### config.mk
export PLATFORM = sky130hd
export DESIGN_NAME = nbt_target
export DESIGN_NICKNAME = d
export VERILOG_FILES = /design/src/nbt_pkg.sv /design/src/nbt_field_if.sv /design/src/nbt_target.sv /design/src/nbt_collect.sv
export SDC_FILE = /design/constraint.sdc
export NUM_CORES = 1
export LEC_CHECK = 0
export BUFFER_PORTS_ARGS = -buffer_cell sky130_fd_sc_hd__buf_2
export CAP_MARGIN = 0
export CORE_UTILIZATION = 30
export CTS_CLUSTER_DIAMETER = 120
export DETAILED_ROUTE_END_ITERATION = 16
export PLACE_DENSITY = 0.47
export SLEW_MARGIN = 5
export SYNTH_ARGS = -nofsm -noshare
export SYNTH_HDL_FRONTEND = slang
export SYNTH_SLANG_ARGS = --single-unit
export TNS_END_PERCENT = 10
### constraint.sdc
create_clock -name mclk -period 4.7 [get_ports mclk]
set_input_delay 0.47 -clock mclk [delete_from_list [all_inputs] [get_ports mclk]]
set_output_delay 0.47 -clock mclk [all_outputs]
set_load 0.1 [all_outputs]
### src/nbt_pkg.sv
`default_nettype none
package nbt_pkg;

  // Start nibbles that open a cycle
  localparam logic [3:0] NIB_START_RD = 4'hD;  // Read cycle
  localparam logic [3:0] NIB_START_WR = 4'hE;  // Single byte write cycle

  // Nibbles the target drives back
  localparam logic [3:0] NIB_TAR      = 4'hF;  // Turnaround
  localparam logic [3:0] NIB_WAIT_SYNC_PHASE    = 4'h5;  // Short wait-sync
  localparam logic [3:0] NIB_READY_SYNC_PHASE    = 4'h0;  // Ready-sync, data next
  localparam logic [3:0] NIB_ACK      = 4'h0;  // Write received

  // Transfer size codes
  localparam logic [3:0] SZ_1         = 4'h0;  // One byte
  localparam logic [3:0] SZ_4         = 4'h2;  // Four bytes
  localparam logic [3:0] SZ_16        = 4'h4;  // Sixteen bytes
  localparam logic [3:0] SZ_128       = 4'h7;  // 128 bytes

  // Phase counter values and widths
  localparam int         CNT_W        = 7;      // Counter width
  localparam int         DOC_ADDR_W   = 28;     // Address width on the bus
  localparam int         NIB_W        = 4;      // Bits per nibble
  localparam logic [6:0] CNT_ZERO     = 7'h00;  // Counter start
  localparam logic [6:0] CNT_ONE      = 7'h01;  // Counter step
  localparam logic [6:0] ADDR_LAST    = 7'h06;  // Seventh address nibble
  localparam logic [6:0] WAIT_LAST    = 7'h01;  // Second wait state

  // Protocol phases
  typedef enum logic [3:0] {
    ST_IDLE  = 4'h0,  // Standby, lines released
    ST_SEL   = 4'h1,  // Chip select nibble
    ST_ADDR  = 4'h2,  // Seven address nibbles
    ST_SIZE  = 4'h3,  // Size nibble
    ST_WDLO  = 4'h4,  // Write data, low nibble
    ST_WDHI  = 4'h5,  // Write data, high nibble
    ST_HTAR  = 4'h6,  // Host turnaround
    ST_DTAR  = 4'h7,  // Target takes the lines, floating
    ST_WAIT_SYNC_PHASE = 4'h8,  // Wait-sync
    ST_READY_SYNC_PHASE = 4'h9,  // Ready-sync
    ST_RDLO  = 4'hA,  // Read data, low nibble
    ST_RDHI  = 4'hB,  // Read data, high nibble
    ST_ACK   = 4'hC,  // Write sync
    ST_ETAR  = 4'hD   // Target turnaround before release
  } nbt_state_t;

endpackage
`default_nettype wire

### src/nbt_field_if.sv
`timescale 1ns/100ps
`default_nettype none
interface nbt_field_if #(parameter int ADDR_W = 28);
  logic [3:0]        nibble;      // Nibble seen on the lines
  logic              shift_addr;  // Shift one address nibble in
  logic              take_lo;     // Take the low write nibble
  logic              take_hi;     // Take the high write nibble
  logic [ADDR_W-1:0] addr;        // Assembled address
  logic [7:0]        wdata;       // Assembled write byte

  // Sequencer side
  modport ctrl (output nibble, output shift_addr, output take_lo,
                output take_hi, input addr, input wdata);
  // Collector side
  modport coll (input nibble, input shift_addr, input take_lo,
                input take_hi, output addr, output wdata);
endinterface
`default_nettype wire

### src/nbt_target.sv
// Notes on behaviour
// Frame low with 1101b starts a read.
// Frame low with 1110b starts a write.
// Select nibble compared against strap pins.
// Seven address nibbles, most significant first.
// Read size codes 0, 2, 4, 7 accepted.
// Burst start address has low bits cleared.
// Host turnaround, then target owns the lines.
// Target drives two wait-sync nibbles 0101b.
// One ready-sync 0000b before read data.
// Read byte sent low nibble first.
// Burst repeats data phase per byte.
// Read ends with 1111b, then release.
// Write size must be 0000b, one byte.
// Write byte taken low nibble first.
// Write acknowledged by sync 0000b.
// Write ends with 1111b, then release.
// Frame low mid-cycle aborts, lines released.
// Idle with frame high keeps lines released.
// Either reset input low deselects the target.
// Mismatched select never drives the lines.
`timescale 1ns/100ps
`default_nettype none
module nbt_target #(
  parameter int ADDR_W = 28
) (
  input  wire logic              mclk,
  input  wire logic              rst_n,
  input  wire logic              interface_reset_n,
  input  wire logic              cpu_reset_n,
  input  wire logic              frame_n,
  input  wire logic [3:0]        nibble_io_lines_in,
  output logic      [3:0]        nibble_io_lines_out,
  output logic                   nibble_io_lines_oe,
  input  wire logic [3:0]        strap_id_pins,
  output logic      [ADDR_W-1:0] rd_addr,
  input  wire logic [7:0]        rd_data,
  output logic                   rd_take,
  output logic                   wr_strobe,
  output logic      [ADDR_W-1:0] wr_addr,
  output logic      [7:0]        wr_data
);

  // Elaboration check on the address width
  if (ADDR_W < 8 || ADDR_W > nbt_pkg::DOC_ADDR_W)
  begin : g_bad_width
    $error("nbt_target: ADDR_W must lie between 8 and 28");
  end

  // Index of the last byte of a burst for a size code
  function automatic logic [6:0] burst_last(input logic [3:0] sz);
    logic [7:0] span;
    span = 8'h01 << sz[2:0];
    return 7'(span - 8'h01);
  endfunction

  // Clears the low address bits that a burst ignores
  function automatic logic [ADDR_W-1:0] align_addr(
    input logic [ADDR_W-1:0] a,
    input logic [3:0]        sz);
    logic [ADDR_W-1:0] mask;
    mask = ADDR_W'(burst_last(sz));
    return a & ~mask;
  endfunction

  nbt_pkg::nbt_state_t state_reg;   // Current bus cycle phase
  nbt_pkg::nbt_state_t state_next;  // Phase for the next cycle
  logic [6:0]          cnt_reg;     // Nibble, wait or byte counter
  logic [6:0]          cnt_next;    // Next counter value
  logic                is_rd_reg;   // Transaction is a read
  logic [3:0]          size_reg;    // Size code of the read
  logic [ADDR_W-1:0]   rd_addr_reg; // Address of the byte being read
  logic [7:0]          byte_reg;    // Byte being sent
  logic                rd_take_reg; // Byte taken from memory
  logic                wr_stb_reg;  // Write byte complete
  logic [3:0]          out_reg;     // Nibble driven on the lines
  logic                oe_reg;      // Lines driven
  logic [7:0]          seen_reg;    // Bytes sent, for checking

  nbt_field_if #(.ADDR_W(ADDR_W)) fld ();

  // Address and write byte collector
  nbt_collect #(.ADDR_W(ADDR_W)) u_collect (
    .mclk  (mclk),
    .rst_n (rst_n),
    .fld   (fld)
  );

  // Decoding of the line state
  wire       ifc_ok   = interface_reset_n & cpu_reset_n;
  wire       frame_ok = frame_n & ifc_ok;
  wire [3:0] nib      = nibble_io_lines_in;
  wire       start_rd = !frame_n && nib == nbt_pkg::NIB_START_RD;
  wire       start_wr = !frame_n && nib == nbt_pkg::NIB_START_WR;
  wire       sel_ok   = nib == strap_id_pins;
  wire       size_rok = nib == nbt_pkg::SZ_1  || nib == nbt_pkg::SZ_4 ||
                        nib == nbt_pkg::SZ_16 || nib == nbt_pkg::SZ_128;
  wire       drive_nx = state_next == nbt_pkg::ST_WAIT_SYNC_PHASE ||
                        state_next == nbt_pkg::ST_READY_SYNC_PHASE ||
                        state_next == nbt_pkg::ST_RDLO  ||
                        state_next == nbt_pkg::ST_RDHI  ||
                        state_next == nbt_pkg::ST_ACK   ||
                        state_next == nbt_pkg::ST_ETAR;
  wire [3:0] out_next =
    (state_next == nbt_pkg::ST_WAIT_SYNC_PHASE) ? nbt_pkg::NIB_WAIT_SYNC_PHASE :
    (state_next == nbt_pkg::ST_READY_SYNC_PHASE) ? nbt_pkg::NIB_READY_SYNC_PHASE :
    (state_next == nbt_pkg::ST_RDLO)  ? rd_data[3:0] :
    (state_next == nbt_pkg::ST_RDHI)  ? byte_reg[7:4] :
    (state_next == nbt_pkg::ST_ACK)   ? nbt_pkg::NIB_ACK :
    nbt_pkg::NIB_TAR;

  // Collector strobes
  assign fld.nibble     = nib;
  assign fld.shift_addr = frame_ok && state_reg == nbt_pkg::ST_ADDR;
  assign fld.take_lo    = frame_ok && state_reg == nbt_pkg::ST_WDLO;
  assign fld.take_hi    = frame_ok && state_reg == nbt_pkg::ST_WDHI;

  // Phase sequencer
  always_comb
  begin
    state_next = state_reg;
    cnt_next   = cnt_reg;
    if (!ifc_ok)
      state_next = nbt_pkg::ST_IDLE;
    else if (!frame_n)
      // Any frame low restarts decoding, aborting a cycle in flight
      state_next = (start_rd || start_wr) ? nbt_pkg::ST_SEL
                                          : nbt_pkg::ST_IDLE;
    else
      case (state_reg)
        nbt_pkg::ST_IDLE:
          state_next = nbt_pkg::ST_IDLE;
        nbt_pkg::ST_SEL:
        begin
          // Another target is addressed: stay quiet until next start
          state_next = sel_ok ? nbt_pkg::ST_ADDR
                              : nbt_pkg::ST_IDLE;
          cnt_next   = nbt_pkg::CNT_ZERO;
        end
        nbt_pkg::ST_ADDR:
        begin
          cnt_next = cnt_reg + nbt_pkg::CNT_ONE;
          if (cnt_reg == nbt_pkg::ADDR_LAST)
            state_next = nbt_pkg::ST_SIZE;
        end
        nbt_pkg::ST_SIZE:
          if (is_rd_reg)
            state_next = size_rok ? nbt_pkg::ST_HTAR
                                  : nbt_pkg::ST_IDLE;
          else
            state_next = (nib == nbt_pkg::SZ_1) ? nbt_pkg::ST_WDLO
                                                : nbt_pkg::ST_IDLE;
        nbt_pkg::ST_WDLO:
          state_next = nbt_pkg::ST_WDHI;
        nbt_pkg::ST_WDHI:
          state_next = nbt_pkg::ST_HTAR;
        nbt_pkg::ST_HTAR:
          state_next = nbt_pkg::ST_DTAR;
        nbt_pkg::ST_DTAR:
        begin
          state_next = is_rd_reg ? nbt_pkg::ST_WAIT_SYNC_PHASE
                                 : nbt_pkg::ST_ACK;
          cnt_next   = nbt_pkg::CNT_ZERO;
        end
        nbt_pkg::ST_WAIT_SYNC_PHASE:
        begin
          cnt_next = cnt_reg + nbt_pkg::CNT_ONE;
          if (cnt_reg == nbt_pkg::WAIT_LAST)
            state_next = nbt_pkg::ST_READY_SYNC_PHASE;
        end
        nbt_pkg::ST_READY_SYNC_PHASE:
        begin
          state_next = nbt_pkg::ST_RDLO;
          cnt_next   = burst_last(size_reg);
        end
        nbt_pkg::ST_RDLO:
          state_next = nbt_pkg::ST_RDHI;
        nbt_pkg::ST_RDHI:
          if (cnt_reg == nbt_pkg::CNT_ZERO)
            state_next = nbt_pkg::ST_ETAR;
          else
          begin
            state_next = nbt_pkg::ST_RDLO;
            cnt_next   = cnt_reg - nbt_pkg::CNT_ONE;
          end
        nbt_pkg::ST_ACK:
          state_next = nbt_pkg::ST_ETAR;
        nbt_pkg::ST_ETAR:
          state_next = nbt_pkg::ST_IDLE;
        default:
          state_next = nbt_pkg::ST_IDLE;
      endcase
  end

  // Phase and counter registers
  always_ff @(posedge mclk or negedge rst_n)
  begin
    if (!rst_n)
    begin
      state_reg <= nbt_pkg::ST_IDLE;
      cnt_reg   <= nbt_pkg::CNT_ZERO;
    end
    else
    begin
      state_reg <= state_next;
      cnt_reg   <= cnt_next;
    end
  end

  // Cycle type and read size
  always_ff @(posedge mclk or negedge rst_n)
  begin
    if (!rst_n)
    begin
      is_rd_reg <= 1'b0;
      size_reg  <= nbt_pkg::SZ_1;
    end
    else
    begin
      if (ifc_ok && (start_rd || start_wr))
        is_rd_reg <= start_rd;
      if (frame_ok && state_reg == nbt_pkg::ST_SIZE)
        size_reg <= nib;
    end
  end

  // Read address: aligned at the size nibble, stepped per byte
  always_ff @(posedge mclk or negedge rst_n)
  begin
    if (!rst_n)
      rd_addr_reg <= '0;
    else if (frame_ok && state_reg == nbt_pkg::ST_SIZE && is_rd_reg)
      rd_addr_reg <= align_addr(fld.addr, nib);
    else if (frame_ok && state_reg == nbt_pkg::ST_RDLO)
      rd_addr_reg <= rd_addr_reg + ADDR_W'(1);
  end

  // Byte capture and the two strobes
  always_ff @(posedge mclk or negedge rst_n)
  begin
    if (!rst_n)
    begin
      byte_reg    <= '0;
      rd_take_reg <= 1'b0;
      wr_stb_reg  <= 1'b0;
    end
    else
    begin
      if (state_next == nbt_pkg::ST_RDLO)
        byte_reg <= rd_data;
      rd_take_reg <= state_next == nbt_pkg::ST_RDLO;
      wr_stb_reg  <= frame_ok && state_reg == nbt_pkg::ST_WDHI;
    end
  end

  // Line drive registers
  always_ff @(posedge mclk or negedge rst_n)
  begin
    if (!rst_n)
    begin
      out_reg <= nbt_pkg::NIB_TAR;
      oe_reg  <= 1'b0;
    end
    else
    begin
      out_reg <= out_next;
      oe_reg  <= drive_nx;
    end
  end

  // Byte count kept only for the burst check
  always_ff @(posedge mclk or negedge rst_n)
  begin
    if (!rst_n)
      seen_reg <= '0;
    else if (state_reg == nbt_pkg::ST_READY_SYNC_PHASE)
      seen_reg <= '0;
    else if (state_reg == nbt_pkg::ST_RDLO)
      seen_reg <= seen_reg + 8'h01;
  end

  // Release at once on frame low or either reset input
  assign nibble_io_lines_oe  = oe_reg & frame_ok;
  assign nibble_io_lines_out = out_reg;
  assign rd_addr             = rd_addr_reg;
  assign rd_take             = rd_take_reg;
  assign wr_strobe           = wr_stb_reg;
  assign wr_addr             = fld.addr;
  assign wr_data             = fld.wdata;
endmodule
`default_nettype wire

### src/nbt_collect.sv
`timescale 1ns/100ps
`default_nettype none
module nbt_collect #(
  parameter int ADDR_W = 28
) (
  input  wire logic mclk,
  input  wire logic rst_n,
  nbt_field_if.coll fld
);

  logic [ADDR_W-1:0] addr_reg;   // Address shift register
  logic [3:0]        wlo_reg;    // Low write nibble held
  logic [7:0]        wdata_reg;  // Complete write byte

  // Address arrives most significant nibble first
  always_ff @(posedge mclk or negedge rst_n)
  begin
    if (!rst_n)
      addr_reg <= '0;
    else if (fld.shift_addr)
      addr_reg <= {addr_reg[ADDR_W-nbt_pkg::NIB_W-1:0], fld.nibble};
  end

  // Write byte arrives low nibble first
  always_ff @(posedge mclk or negedge rst_n)
  begin
    if (!rst_n)
    begin
      wlo_reg   <= '0;
      wdata_reg <= '0;
    end
    else
    begin
      if (fld.take_lo)
        wlo_reg <= fld.nibble;
      if (fld.take_hi)
        wdata_reg <= {fld.nibble, wlo_reg};
    end
  end

  assign fld.addr  = addr_reg;
  assign fld.wdata = wdata_reg;

endmodule
`default_nettype wire

# After elaboration in Yosys (flattened, before gate mapping)
# Cells that the tools add are included.
[classes]
muxes = 21
eq_ne = 27
add_sub_neg = 5
n_bitwise = 5
n_reduce_logical = 26
shift = 2
[ops]
columns = ["operator", "count"]
rows = [
  ["two-way mux 28 bit", 2],
  ["== test 4 bit, second input constant", 13],
  ["one-hot mux 4 bit (12 select lines)", 1],
  ["two-way mux 4 bit", 9],
  ["adder 28 x 1 -> 28 bit, second input constant", 1],
  ["AND 28 bit", 1],
  ["NOT 7 -> 28 bit", 1],
  ["one-hot mux 7 bit (4 select lines)", 1],
  ["== test 4 x 3 -> 1 bit, second input constant", 6],
  ["subtractor 7 x 1 -> 7 bit, second input constant", 3],
  ["two-way mux 3 bit", 5],
  ["<< shifter 1 x 3 -> 7 bit, first input constant", 2],
  ["== test 4 x 2 -> 1 bit, second input constant", 3],
  ["logical AND 1 bit", 9],
  ["logical OR 1 bit", 9],
  ["adder 7 x 1 -> 7 bit, second input constant", 1],
  ["== test 7 x 1 -> 1 bit, second input constant", 1],
  ["== test 7 x 3 -> 1 bit, second input constant", 1],
  ["zero test 7 bit", 1],
  ["two-way mux 7 bit", 1],
  ["== test 4 x 1 -> 1 bit, second input constant", 1],
  ["== test 4 bit", 1],
  ["zero test 4 bit", 1],
  ["AND reduction 4 bit", 1],
  ["8 further kinds", 11],
]
[totals]
regBits = 98
in_bits = 21
wordCells = 99

# Longest topological paths before layout
# Gate-level depths: netlist of the first run.
[depth]
word_depth = 15
mapped_depth = 11
depth_no_buf = 8

# By module
# A second synthesis of the first run with hierarchy kept.
[unflattened]
hier_cells = 561
hier_area_um2 = 5541.6
[by_module_without_submodules]
columns = ["module", "n_inst", "area_each_um2", "cells_per_inst"]
rows = [
  ["nbt_target", 1, 3958.8, 477],
  ["nbt_collect", 1, 1582.8, 84],
]

# Worst setup path before layout of the first run
# Ideal clock, no wire load.
[synth_timing]
kind = "flip-flop to flip-flop"
start = "register rd_addr_reg[0], in the netlist rd_addr[0]"
end = "register rd_addr_reg[18], in the netlist rd_addr[18]"
setup_time_ns = 0.073
path_slack_ns = 2.040
synth_period_minus_slack_ns = 2.660
stages_incl_launch_ff = 7
required_time_ns = 4.627
t_arrival_ns = 2.587
path_cell_list = "dfrtp_1 > ha_1 > inv_1 > nor4_1 > nand4_1 > or4_1 > nand4_1"
[synth_via]
elab_chain_len = 3
[synth_rtl]
columns = ["element", "line", "text"]
rows = [
  ["from (decl)", "nbt_target.sv:72", "logic [ADDR_W-1:0] rd_addr_reg;"],
  ["from (signal assigned)", "nbt_target.sv:233", "rd_addr_reg <= align_addr(fld.addr, nib);"],
  ["from (signal assigned)", "nbt_target.sv:235", "rd_addr_reg <= rd_addr_reg + ADDR_W'(1);"],
  ["adder 28 x 1 -> 28 bit", "nbt_target.sv:235", ""],
  ["two-way mux 28 bit", "nbt_target.sv:234", "else if (frame_ok && state_reg == nbt_pkg::ST_RDLO)"],
  ["two-way mux 28 bit", "nbt_target.sv:232", "else if (frame_ok && state_reg == nbt_pkg::ST_SIZE && is_rd_reg)"],
]
# Every way passes these cells. The select of a mux whose other input is x is not followed.
# A chain may end at the register's enable or synchronous reset.

# Final worst setup path of the first run
[layout_timing]
start = "register state_reg[2]"
end = "register rd_addr_reg[24], in the netlist rd_addr[24]"
[layout_via]
elab_chain_len = 4
elab_cells_between_ends = 7
cone_classes = "2 x eq/ne; 1 x mux; 4 x reduce/logical"
[layout_rtl]
columns = ["element", "line", "text"]
rows = [
  ["from (decl)", "nbt_target.sv:66", "nbt_pkg::nbt_state_t state_reg;"],
  ["from (signal assigned)", "nbt_target.sv:200", "state_reg <= nbt_pkg::ST_IDLE;"],
  ["from (signal assigned)", "nbt_target.sv:205", "state_reg <= state_next;"],
  ["== test 4 x 2 -> 1 bit", "nbt_target.sv:232", ""],
  ["logical AND 1 bit (2 in a row)", "nbt_target.sv:232", ""],
  ["two-way mux 28 bit or nonzero test 2 bit (tied branches)", "--", ""],
]
# Parallel ways exist; a longest one is shown, timed or not.

==> results.py, run 1 <==
metrics = {
    "clock_network": {
        "clock_latency_ns": 0.35,
        "cts_resized": 0,
        "clkSinkCount": 94,
        "postCtsSetupBuffers": 0,
        "cts_buffers": 9,
        "cts_hold_buffers": 0,
        "htree_levels": 3,
        "clkTransAtPathRegs_ns": 0.07,
        "cts_tree": "done",
        "cts_root_buffer": "clkbuf_16",
        "cts.path.max_buffers": 2,
    },
    "status": {
        "outcome": "finished clean",
    },
    "grt": {
        "grt_max_degree": 59,
        "grt_pass1_wl_um": 23660,
        "gr-total-overflow": 0,
        "antenna_found_initial": 0,
        "grt_pass1_vias": 4251,
        "grt_usage_pct": 17.04,
    },
    "floorplanning": {
        "fp-row-count": 47,
        "die-area_mm2": 0.01776,
        "die_x_um": 133.3,
        "num_io_pins": 92,
        "fp.coreArea_mm2": 0.01670,
        "dieHeight_um": 133.3,
        "initial_utilization_pct": 30.96,
    },
    "timing": {
        "hold_violations": 0,
        "max_slew.worst_pin.slew_ns": 1.103,
        "setup_violations": 0,
        "holdWs_ns": 0.1737,
        "min_period_over_period_pct": 71.57,
        "period_minus_slack_ns": 3.364,
        "fin_skew_ns": 0.006987,
        "max_freq_ghz": 0.2973,
        "slew_headroom_pct": 25.81,
        "tns_ns": 0,
        "drv_slew": 0,
        "rsz0062_at_grt": "false",
    },
    "drt": {
        "wl_met3_um": 653,
        "via_per_inst": 5.490,
        "drt-initial-drc-count": 325,
        "wl_met1_um": 6875,
        "num_vias": 4513,
        "highest_layer": "met4",
        "wl_met2_um": 6988,
        "drtAntennaViolNets": 0,
        "drt_wl_total_um": 14700,
        "route.detailed.drc": 0,
        "drt-pass1-iter-count": 5,
        "wire_per_inst_um": 17.88,
    },
    "setup_path": {
        "crit_start": "state_reg[2]$_DFF_PN0_",
        "cpLargestDelayFamily": "simple AND/OR/NAND/NOR gates",
        "cp.arrival_ns": 3.63,
        "crit_chain": "or2_1, a21oi_1, or3b_2, a2111o_1, buf_4, or4_1, a31oi_1",
        "startpoint_type": "register",
        "crit_type": "register to register",
        "timing.rr.start": "state_reg[2]$_DFF_PN0_",
        "critPathCaptureType": "register",
        "crit_buf_inv": 1,
        "critical_path.max_stage_delay_ns": 0.70,
        "required_ns": 4.97,
        "slowest_stage": "dfrtp_1",
        "cp_max_fo": 25,
    },
    "placed_design": {
        "hpwl_um": 10240,
        "portBuffers": 91,
        "place_congestion": 0.8342,
    },
    "layout": {
        "postLayoutCoreUtil_pct": 36.43,
        "final_nets": 625,
        "layout-drive-gt1-share_pct": 27.91,
        "syn_to_final_growth_pct": 17.69,
        "diodes": 0,
        "final_cell_mix": "dfrtp_1, buf_2, mux2_2, nand2_1",
    },
    "logic_synthesis": {
        "ys_types": 61,
        "ys_seq_elements": 94,
        "synth_fp_nets": 547,
        "synthArstFlopShare_pct": 100.0,
        "synth_edf_count": 0,
        "yosysSeqAreaShare_pct": 45.60,
        "syn_avg_cell_area_um2": 9.961,
        "synth_top_flop_cell": "dfrtp_1",
        "ys_warn_count": 0,
        "synth_area_mm2": 0.005170,
        "syn_inst": 519,
    },
    "power": {
        "p_leak_nw": 2.861,
        "cellPowerDensity_mw_per_mm2": 268.2,
        "ir_worst_vdd_mv": 0.1658,
    },
    "job": {
        "drv_cap": 0,
    },
    "min_path": {
        "hold_path_class": "primary input to async pin",
    },
}
## through the flow
step	cells	worst slack [ns]	power, mW	area [µm²]
finish	822	1.336	1.632	6085
global route	822	1.149	1.698	6085
CTS	822	1.324	1.656	6085
detailed placement	806	1.337	0.9408	5808
global placement	806	1.432	0.9389	5808
floorplan	519	2.040	0.8941	5170
## final cells by class
type / instances / area (µm²)
timing repair buffer: 98 / 510.5
clock inverter: 5 / 33.78
clock buffer: 11 / 242.7
multi-input combinational: 383 / 2624
fill: 1726 / 10620
inverter: 11 / 41.29
tap: 220 / 275.3
sequential: 94 / 2357
## where the power goes
part	switching, mW	internal [mW]	leakage, nW
combinational	0.0690	0.0308	1.45
sequential	0.00933	0.815	1.28
clock	0.334	0.374	0.132
## cells in the mapped netlist, drive strengths merged, types with 4 or more instances
library cell | number | area share [%]
nor4 | 5 | 0.61
buf | 17 | 1.8
a32o | 5 | 0.97
nand2 | 40 | 2.9
a211o | 7 | 1.2
or3 | 14 | 1.7
o21ai | 31 | 3.0
nand3 | 29 | 2.8
a211oi | 4 | 0.58
o211ai | 8 | 1.3
dfstp | 4 | 2.0
nand2b | 5 | 0.61
and3 | 5 | 0.61
clkbuf | 14 | 1.0
nor3 | 22 | 2.1
or2 | 4 | 0.48
a31oi | 10 | 1.2
and2 | 6 | 0.73
xor2 | 8 | 1.4
ha | 7 | 1.7
nor2 | 25 | 1.8
a21o | 5 | 0.73
nand4 | 14 | 1.7
dfrtp | 90 | 44
mux2 | 43 | 9.4
inv | 11 | 0.80
a221o | 5 | 0.97
a21oi | 18 | 1.7
or4 | 6 | 0.94
a311oi | 5 | 0.85
o31ai | 6 | 0.87
a32oi | 5 | 0.85
nor3b | 6 | 0.87
## routing by layer
metal	global-route usage (%)	vias up
li1	-	2117
met1	23.58	2251
met2	26.45	131
met3	3.767	14
met4	5.303	0
met5	0	-
## final timing paths
| kind | end | slack [ns] | cells past startpoint |
|---|---|---|---|
| worst max-delay path | rd_addr[24]$_DFFE_PN0P_ | 1.34 | 7 |
| worst min-delay path | cnt_reg[6]$_DFFE_PN0P_ | 0.17 | 1 |
| worst max register to register | rd_addr[24]$_DFFE_PN0P_ | 1.34 | 7 |
| worst min register to register | u_collect.wlo_reg[2]$_DFFE_PN0P_ | 0.49 | 2 |
| max in group asynchronous | rd_addr[7]$_DFFE_PN0P_ | 3.50 | 2 |
| min in group mclk | byte_reg[5]$_DFFE_PN0P_ | 0.35 | 2 |
## cell families after synthesis
kind of cell,count (synthesis),synth area share (%)
muxes,43,9.366
AOI/OAI and AO/OA,127,17.67
buffers and inverters,42,3.654
xor gates and xnor gates,11,1.864
and+or+nand+nor,195,20.16
DFF,94,45.60
adders and majority gates,7,1.694
Power figures use the tool's default switching activity.
==> inputs of run 2 (changes only) <==
--- a/config.mk
+++ b/config.mk
@@ -5,6 +5,7 @@
 export SDC_FILE = /design/constraint.sdc
 export NUM_CORES = 1
 export LEC_CHECK = 0
+export ABC_AREA = 1
 export BUFFER_PORTS_ARGS = -buffer_cell sky130_fd_sc_hd__buf_2
 export CAP_MARGIN = 0
 export CORE_UTILIZATION = 30
==> constraint.sdc (replaced) <==
create_clock -name mclk -period 3.5 [get_ports mclk]
set_input_delay 0.35 -clock mclk [delete_from_list [all_inputs] [get_ports mclk]]
set_output_delay 0.35 -clock mclk [all_outputs]
set_load 0.1 [all_outputs]
==> results.py, run 2 <==
metrics = {
    "min_path": {
        "hold_path_depth": 3,
        "hold_path_startpoint": "rd_data[6]",
        "holdPathEnd": "byte_reg[6]$_DFFE_PN0P_",
        "hold_path_class": "primary input to register",
    },
    "drt": {
        "via_per_inst": 4.808,
        "drt_wl_total_um": 15650,
        "drt-pass1-iter-count": 4,
        "drt-initial-drc-count": 260,
        "num_vias": 4741,
        "wire_per_inst_um": 15.87,
        "drtAntennaViolNets": 0,
        "route.detailed.drc": 0,
    },
    "clock_network": {
        "cts_root_buffer": "clkbuf_16",
        "htree_levels": 3,
        "cts_buffers": 9,
        "postCtsSetupBuffers": 0,
        "cts_tree": "done",
        "cts.path.max_buffers": 2,
        "clkSinkCount": 94,
        "clkTransAtPathRegs_ns": 0.07,
        "clock_latency_ns": 0.35,
        "cts_resized": 0,
    },
    "timing": {
        "min_period_over_period_pct": 64.82,
        "slew_headroom_pct": 61.61,
        "tns_ns": 0,
        "drv_slew": 0,
        "hold_violations": 0,
        "setup_violations": 0,
        "setup_ws_ns": 1.231,
        "fin_skew_ns": 0.01096,
        "rsz0062_at_grt": "false",
        "max_slew.worst_pin.slew_ns": 0.5758,
        "max_freq_ghz": 0.4408,
        "period_minus_slack_ns": 2.269,
        "holdWs_ns": 0.2021,
    },
    "setup_path": {
        "r2r_slack_ns": 1.23,
        "reg2reg_depth": 8,
        "crit_type": "register to register",
        "startpoint_type": "register",
        "r2r-end": "rd_addr[4]$_DFFE_PN0P_",
        "critPathCaptureType": "register",
        "cp.arrival_ns": 2.48,
        "cp_max_fo": 29,
        "required_ns": 3.71,
        "timing.rr.start": "state_reg[1]$_DFF_PN0_",
    },
    "floorplanning": {
        "die_x_um": 135.5,
        "fp-row-count": 48,
        "fp.coreArea_mm2": 0.01736,
        "dieHeight_um": 135.5,
        "num_io_pins": 92,
        "die-area_mm2": 0.01836,
        "initial_utilization_pct": 30.80,
    },
    "power": {
        "ir_worst_vdd_mv": 0.2371,
        "p_leak_nw": 3.178,
        "cellPowerDensity_mw_per_mm2": 391.5,
    },
    "logic_synthesis": {
        "synth_top_cells_by_area": "dfrtp_1, nand2_1, inv_1, nand3_1, nor2_1",
        "syn_avg_cell_area_um2": 8.016,
        "synth.most_common_cell": "nand2_1",
        "synthArstFlopShare_pct": 100.0,
        "ys_seq_elements": 94,
        "synth_edf_count": 0,
        "synth_fp_nets": 695,
        "ys_warn_count": 0,
        "synth_top_cell_by_area": "dfrtp_1",
        "syn_inst": 667,
        "yosysSeqAreaShare_pct": 44.09,
        "synth_top_flop_cell": "dfrtp_1",
        "synth_area_mm2": 0.005346,
        "netlist_top_cells_count": "nand2_1, dfrtp_1, inv_1",
        "ys_types": 50,
        "synth_top_area_share_pct": 42.12,
    },
    "layout": {
        "postLayoutCoreUtil_pct": 36.56,
        "n_fill_cell": 1850,
        "syn_to_final_growth_pct": 18.70,
        "final_cell_mix": "nand2_1, dfrtp_1, buf_2, inv_1, nor2_1",
        "layout-drive-gt1-share_pct": 23.52,
        "mostFrequentLayoutCell": "nand2_1",
        "final_nets": 785,
        "diodes": 0,
    },
    "grt": {
        "grt_pass1_vias": 4800,
        "antenna_found_initial": 0,
        "grt_pass1_wl_um": 25650,
        "gr-total-overflow": 0,
        "grt_max_degree": 55,
        "grt_usage_pct": 18.20,
    },
    "placed_design": {
        "portBuffers": 91,
        "hpwl_um": 11840,
        "place_congestion": 0.8529,
        "place_worst_setup_slack_ns": 1.196,
    },
    "status": {
        "outcome": "finished clean",
    },
    "job": {
        "drv_cap": 0,
    },
}
==> run 2: changes by cell type in the layout (fill, tap and decap cells not counted), moves of 9 or more <==
| cell | before | now |
|---|---|---|
| nand3_1 | 29 | 49 |
| nor2_2 | 0 | 10 |
| nor3_1 | 22 | 8 |
| inv_2 | 0 | 17 |
| o221ai_1 | 1 | 12 |
| o21ai_1 | 2 | 16 |
| or3_1 | 14 | 0 |
| mux2_2 | 43 | 2 |
| o21ai_0 | 29 | 38 |
| nand2_1 | 40 | 164 |
| nor2_1 | 25 | 51 |
| inv_1 | 11 | 76 |
| xor2_1 | 8 | 17 |
==> run 2: metal layers <==
layer / GRT usage, % / vias up / part of all wire [%]
li1: - / 2366 / -
met1: 22.86 / 2267 / 44
met2: 31.51 / 99 / 50
met3: 2.918 / 9 / 4.4
met4: 6.367 / 0 / 1.0
met5: 0 / - / 0
==> run 2: cells by family (layout without fill, tap and decap cells) <==
logic type / Yosys count / after routing / share of synthesized area, %
flip-flops: 94 / 94 / 44.09
XOR/XNOR: 20 / 20 / 3.276
buffers and inverters: 113 / 207 / 8.612
AO/OA/AOI/OAI: 108 / 108 / 12.52
adder cells (fa/ha/maj): 7 / 7 / 1.638
multiplexers: 2 / 2 / 0.4212
AND/OR/NAND/NOR: 323 / 323 / 29.44
==> run 2: critical path, cell delays in order (launching register included) <==
cell      delay [ns]
dfrtp_1         0.45
nand2_4         0.15
clkinv_2        0.11
nand3_4         0.15
nor2_8          0.07
inv_2           0.41
nand2_2         0.33
inv_2           0.30
a22oi_1         0.13
==> run 2: timing repair <==
item                                    in CTS  in global routing
endpoints found under the setup margin       0                  0
hold buffers                                 1                  0
hold endpoints to repair                     4                  0
==> run 2: layout make-up <==
class	instances	area, µm²	share of cell area, %
Clock buffer	9	225.2	3.549
Clock inverter	6	86.33	1.360
Inverter	96	369.1	5.816
Multi-Input combinational cell	460	2529	39.85
Sequential cell	94	2357	37.15
Tap cell	225	281.5	4.436
Timing Repair Buffer	96	498.0	7.847
==> run 2: power by group <==
group / total, mW / switching (mW) / internal (mW)
sequential: 1.16 / 0.0413 / 1.11
combinational: 0.263 / 0.194 / 0.0690
clock: 1.07 / 0.443 / 0.623
==> run 2: worst max path at each step <==
stage | slack [ns] | cells past startpoint | end | startpoint
finish | 1.23 | 8 | rd_addr[4]$_DFFE_PN0P_ | state_reg[1]$_DFF_PN0_
global route | 1.02 | 9 | rd_addr[20]$_DFFE_PN0P_ | state_reg[1]$_DFF_PN0_
CTS | 1.20 | 8 | rd_addr[4]$_DFFE_PN0P_ | state_reg[1]$_DFF_PN0_
detailed placement | 1.20 | 10 | rd_addr[10]$_DFFE_PN0P_ | frame_n
global placement | 1.26 | 10 | rd_addr[16]$_DFFE_PN0P_ | frame_n
floorplan | 0.91 | 9 | rd_addr[18]$_DFFE_PN0P_ | rd_addr[0]$_DFFE_PN0P_
==> run 2: stage by stage <==
step	instance area, µm²	std cells	total power [mW]
3_5_place_dp	6025	970	1.441
2_1_floorplan	5346	667	1.353
5_1_grt	6346	986	2.593
6_report	6346	986	2.485
4_1_cts	6346	986	2.526
3_3_place_gp	6025	970	1.439
==> inputs of run 3 (changes only) <==
==> constraint.sdc (replaced) <==
create_clock -name mclk -period 2.1 [get_ports mclk]
set_input_delay 0.21 -clock mclk [delete_from_list [all_inputs] [get_ports mclk]]
set_output_delay 0.21 -clock mclk [all_outputs]
set_load 0.1 [all_outputs]
==> results.py, run 3 (same netlist as run 2, synthesis figures left out) <==
metrics = {
    "setup_path": {
        "critPathCaptureType": "register",
        "timing.rr.start": "rd_addr[0]$_DFFE_PN0P_",
        "reg2reg_depth": 9,
        "r2r-end": "rd_addr[22]$_DFFE_PN0P_",
        "crit_type": "register to register",
        "cp.arrival_ns": 2.17,
        "r2r_slack_ns": 0.16,
        "startpoint_type": "register",
        "cp_max_fo": 7,
        "required_ns": 2.33,
    },
    "clock_network": {
        "clock_latency_ns": 0.36,
        "cts.path.max_buffers": 2,
        "cts_root_buffer": "clkbuf_16",
        "cts_buffers": 9,
        "clkSinkCount": 94,
        "clkTransAtPathRegs_ns": 0.07,
        "cts_tree": "done",
        "htree_levels": 3,
    },
    "layout": {
        "final_cell_mix": "nand2_1, buf_2, inv_1, dfrtp_1, nor2_1",
        "syn_to_final_growth_pct": 21.95,
        "postLayoutCoreUtil_pct": 37.56,
        "layout-drive-gt1-share_pct": 27.32,
        "mostFrequentLayoutCell": "nand2_1",
        "final_nets": 799,
        "diodes": 0,
    },
    "min_path": {
        "holdPathEnd": "byte_reg[5]$_DFFE_PN0P_",
        "hold_path_startpoint": "rd_data[5]",
        "hold_path_depth": 3,
        "hold_path_class": "primary input to register",
    },
    "placed_design": {
        "place_congestion": 0.8288,
        "hpwl_um": 11940,
        "portBuffers": 91,
    },
    "timing": {
        "period_minus_slack_ns": 1.944,
        "fin_skew_ns": 0.007057,
        "hold_violations": 0,
        "drv_slew": 0,
        "min_period_over_period_pct": 92.59,
        "setup_violations": 0,
        "slew_headroom_pct": 65.49,
        "max_slew.worst_pin.slew_ns": 0.5212,
        "max_freq_ghz": 0.5143,
        "holdWs_ns": 0.06884,
    },
    "grt": {
        "grt_pass1_vias": 4773,
        "grt_pass1_wl_um": 25260,
        "grt_max_degree": 55,
        "antenna_found_initial": 0,
        "grt_usage_pct": 17.95,
        "gr-total-overflow": 0,
    },
    "power": {
        "ir_worst_vdd_mv": 0.4095,
        "cellPowerDensity_mw_per_mm2": 632.8,
        "p_leak_nw": 3.244,
    },
    "floorplanning": {
        "fp.coreArea_mm2": 0.01736,
        "num_io_pins": 92,
        "initial_utilization_pct": 30.80,
        "fp-row-count": 48,
        "die_x_um": 135.5,
        "dieHeight_um": 135.5,
        "die-area_mm2": 0.01836,
    },
    "drt": {
        "via_per_inst": 4.781,
        "drt-initial-drc-count": 234,
        "route.detailed.drc": 0,
        "drt_wl_total_um": 15590,
        "num_vias": 4786,
        "drt-pass1-iter-count": 4,
        "wire_per_inst_um": 15.58,
        "drtAntennaViolNets": 0,
    },
    "status": {
        "outcome": "finished clean",
    },
    "job": {
        "drv_cap": 0,
    },
}
==> run 3: cell count changes in the layout (fill, tap and decap cells not counted), sizes merged <==
cell / change
buf: +14
bufinv: -1
clkbuf: +1
clkinv: +1
clkinvlp: -1
inv: +1
==> run 3: worst max-delay path, cell delays in order (launching register included) <==
cell	delay (ns)
dfrtp_4	0.44
ha_1	0.19
nand3_1	0.17
nor2_4	0.23
nand4_4	0.14
nor3_4	0.24
buf_4	0.16
nand3_1	0.06
nand3_1	0.09
o221ai_1	0.10
==> run 3: repair_timing <==
action / CTS / global route
hold endpoints to repair: 22 / 0
gates resized for setup: 0 / 2
endpoints found under the setup margin: 0 / 3
hold buffers: 1 / 0
setup buffers: 0 / 1
==> run 3: power by group <==
group	leakage, nW	internal, mW	total (mW)	switching, mW
clock	0.153	0.963	1.73	0.763
sequential	1.18	1.86	1.91	0.0536
combinational	1.91	0.138	0.487	0.348
==> run 3: per-layer routing <==
layer  vias up  global-route usage [%]  wire [µm]
met5         -                       0          0
met1      2307                   22.37       6996
li1       2389                       -          -
met2        79                   31.31       7848
met3        11                   4.078        574
met4         0                   4.182        172
==> run 3: metrics by stage <==
| step | cell area (µm²) | cells | setup TNS (ns) | total power, mW | setup slack (ns) |
|---|---|---|---|---|---|
| 2_1_floorplan | 5373 | 667 | -0.02398 | 2.257 | -0.01368 |
| 3_3_place_gp | 6186 | 983 | 0 | 2.426 | 0.1859 |
| 3_5_place_dp | 6186 | 983 | 0 | 2.436 | 0.1694 |
| 4_1_cts | 6501 | 1000 | 0 | 4.185 | 0.1505 |
| 5_1_grt | 6520 | 1001 | -0.002003 | 4.311 | -0.002003 |
| 6_report | 6520 | 1001 | 0 | 4.126 | 0.1557 |
==> run 3: worst max-delay path by stage <==
stage                                  from                 endpoint  slack, ns
finish               rd_addr[0]$_DFFE_PN0P_  rd_addr[22]$_DFFE_PN0P_       0.16
global route         rd_addr[0]$_DFFE_PN0P_  rd_addr[22]$_DFFE_PN0P_     -0.002
CTS                  rd_addr[0]$_DFFE_PN0P_  rd_addr[18]$_DFFE_PN0P_       0.15
detailed placement   rd_addr[0]$_DFFE_PN0P_  rd_addr[18]$_DFFE_PN0P_       0.17
global placement      nibble_io_lines_in[0]   rd_addr[6]$_DFFE_PN0P_       0.19
floorplan           rd_addr[21]$_DFFE_PN0P_  rd_addr[25]$_DFFE_PN0P_      -0.01
==> run 3: final cells by class <==
cell class / instances / area, µm²
clock buffer: 10 / 239.0
clock inverter: 6 / 66.31
fill: 1855 / 10840
inverter: 96 / 369.1
multi-input combinational: 460 / 2540
sequential: 94 / 2384
tap: 225 / 281.5
timing repair buffer: 110 / 640.6
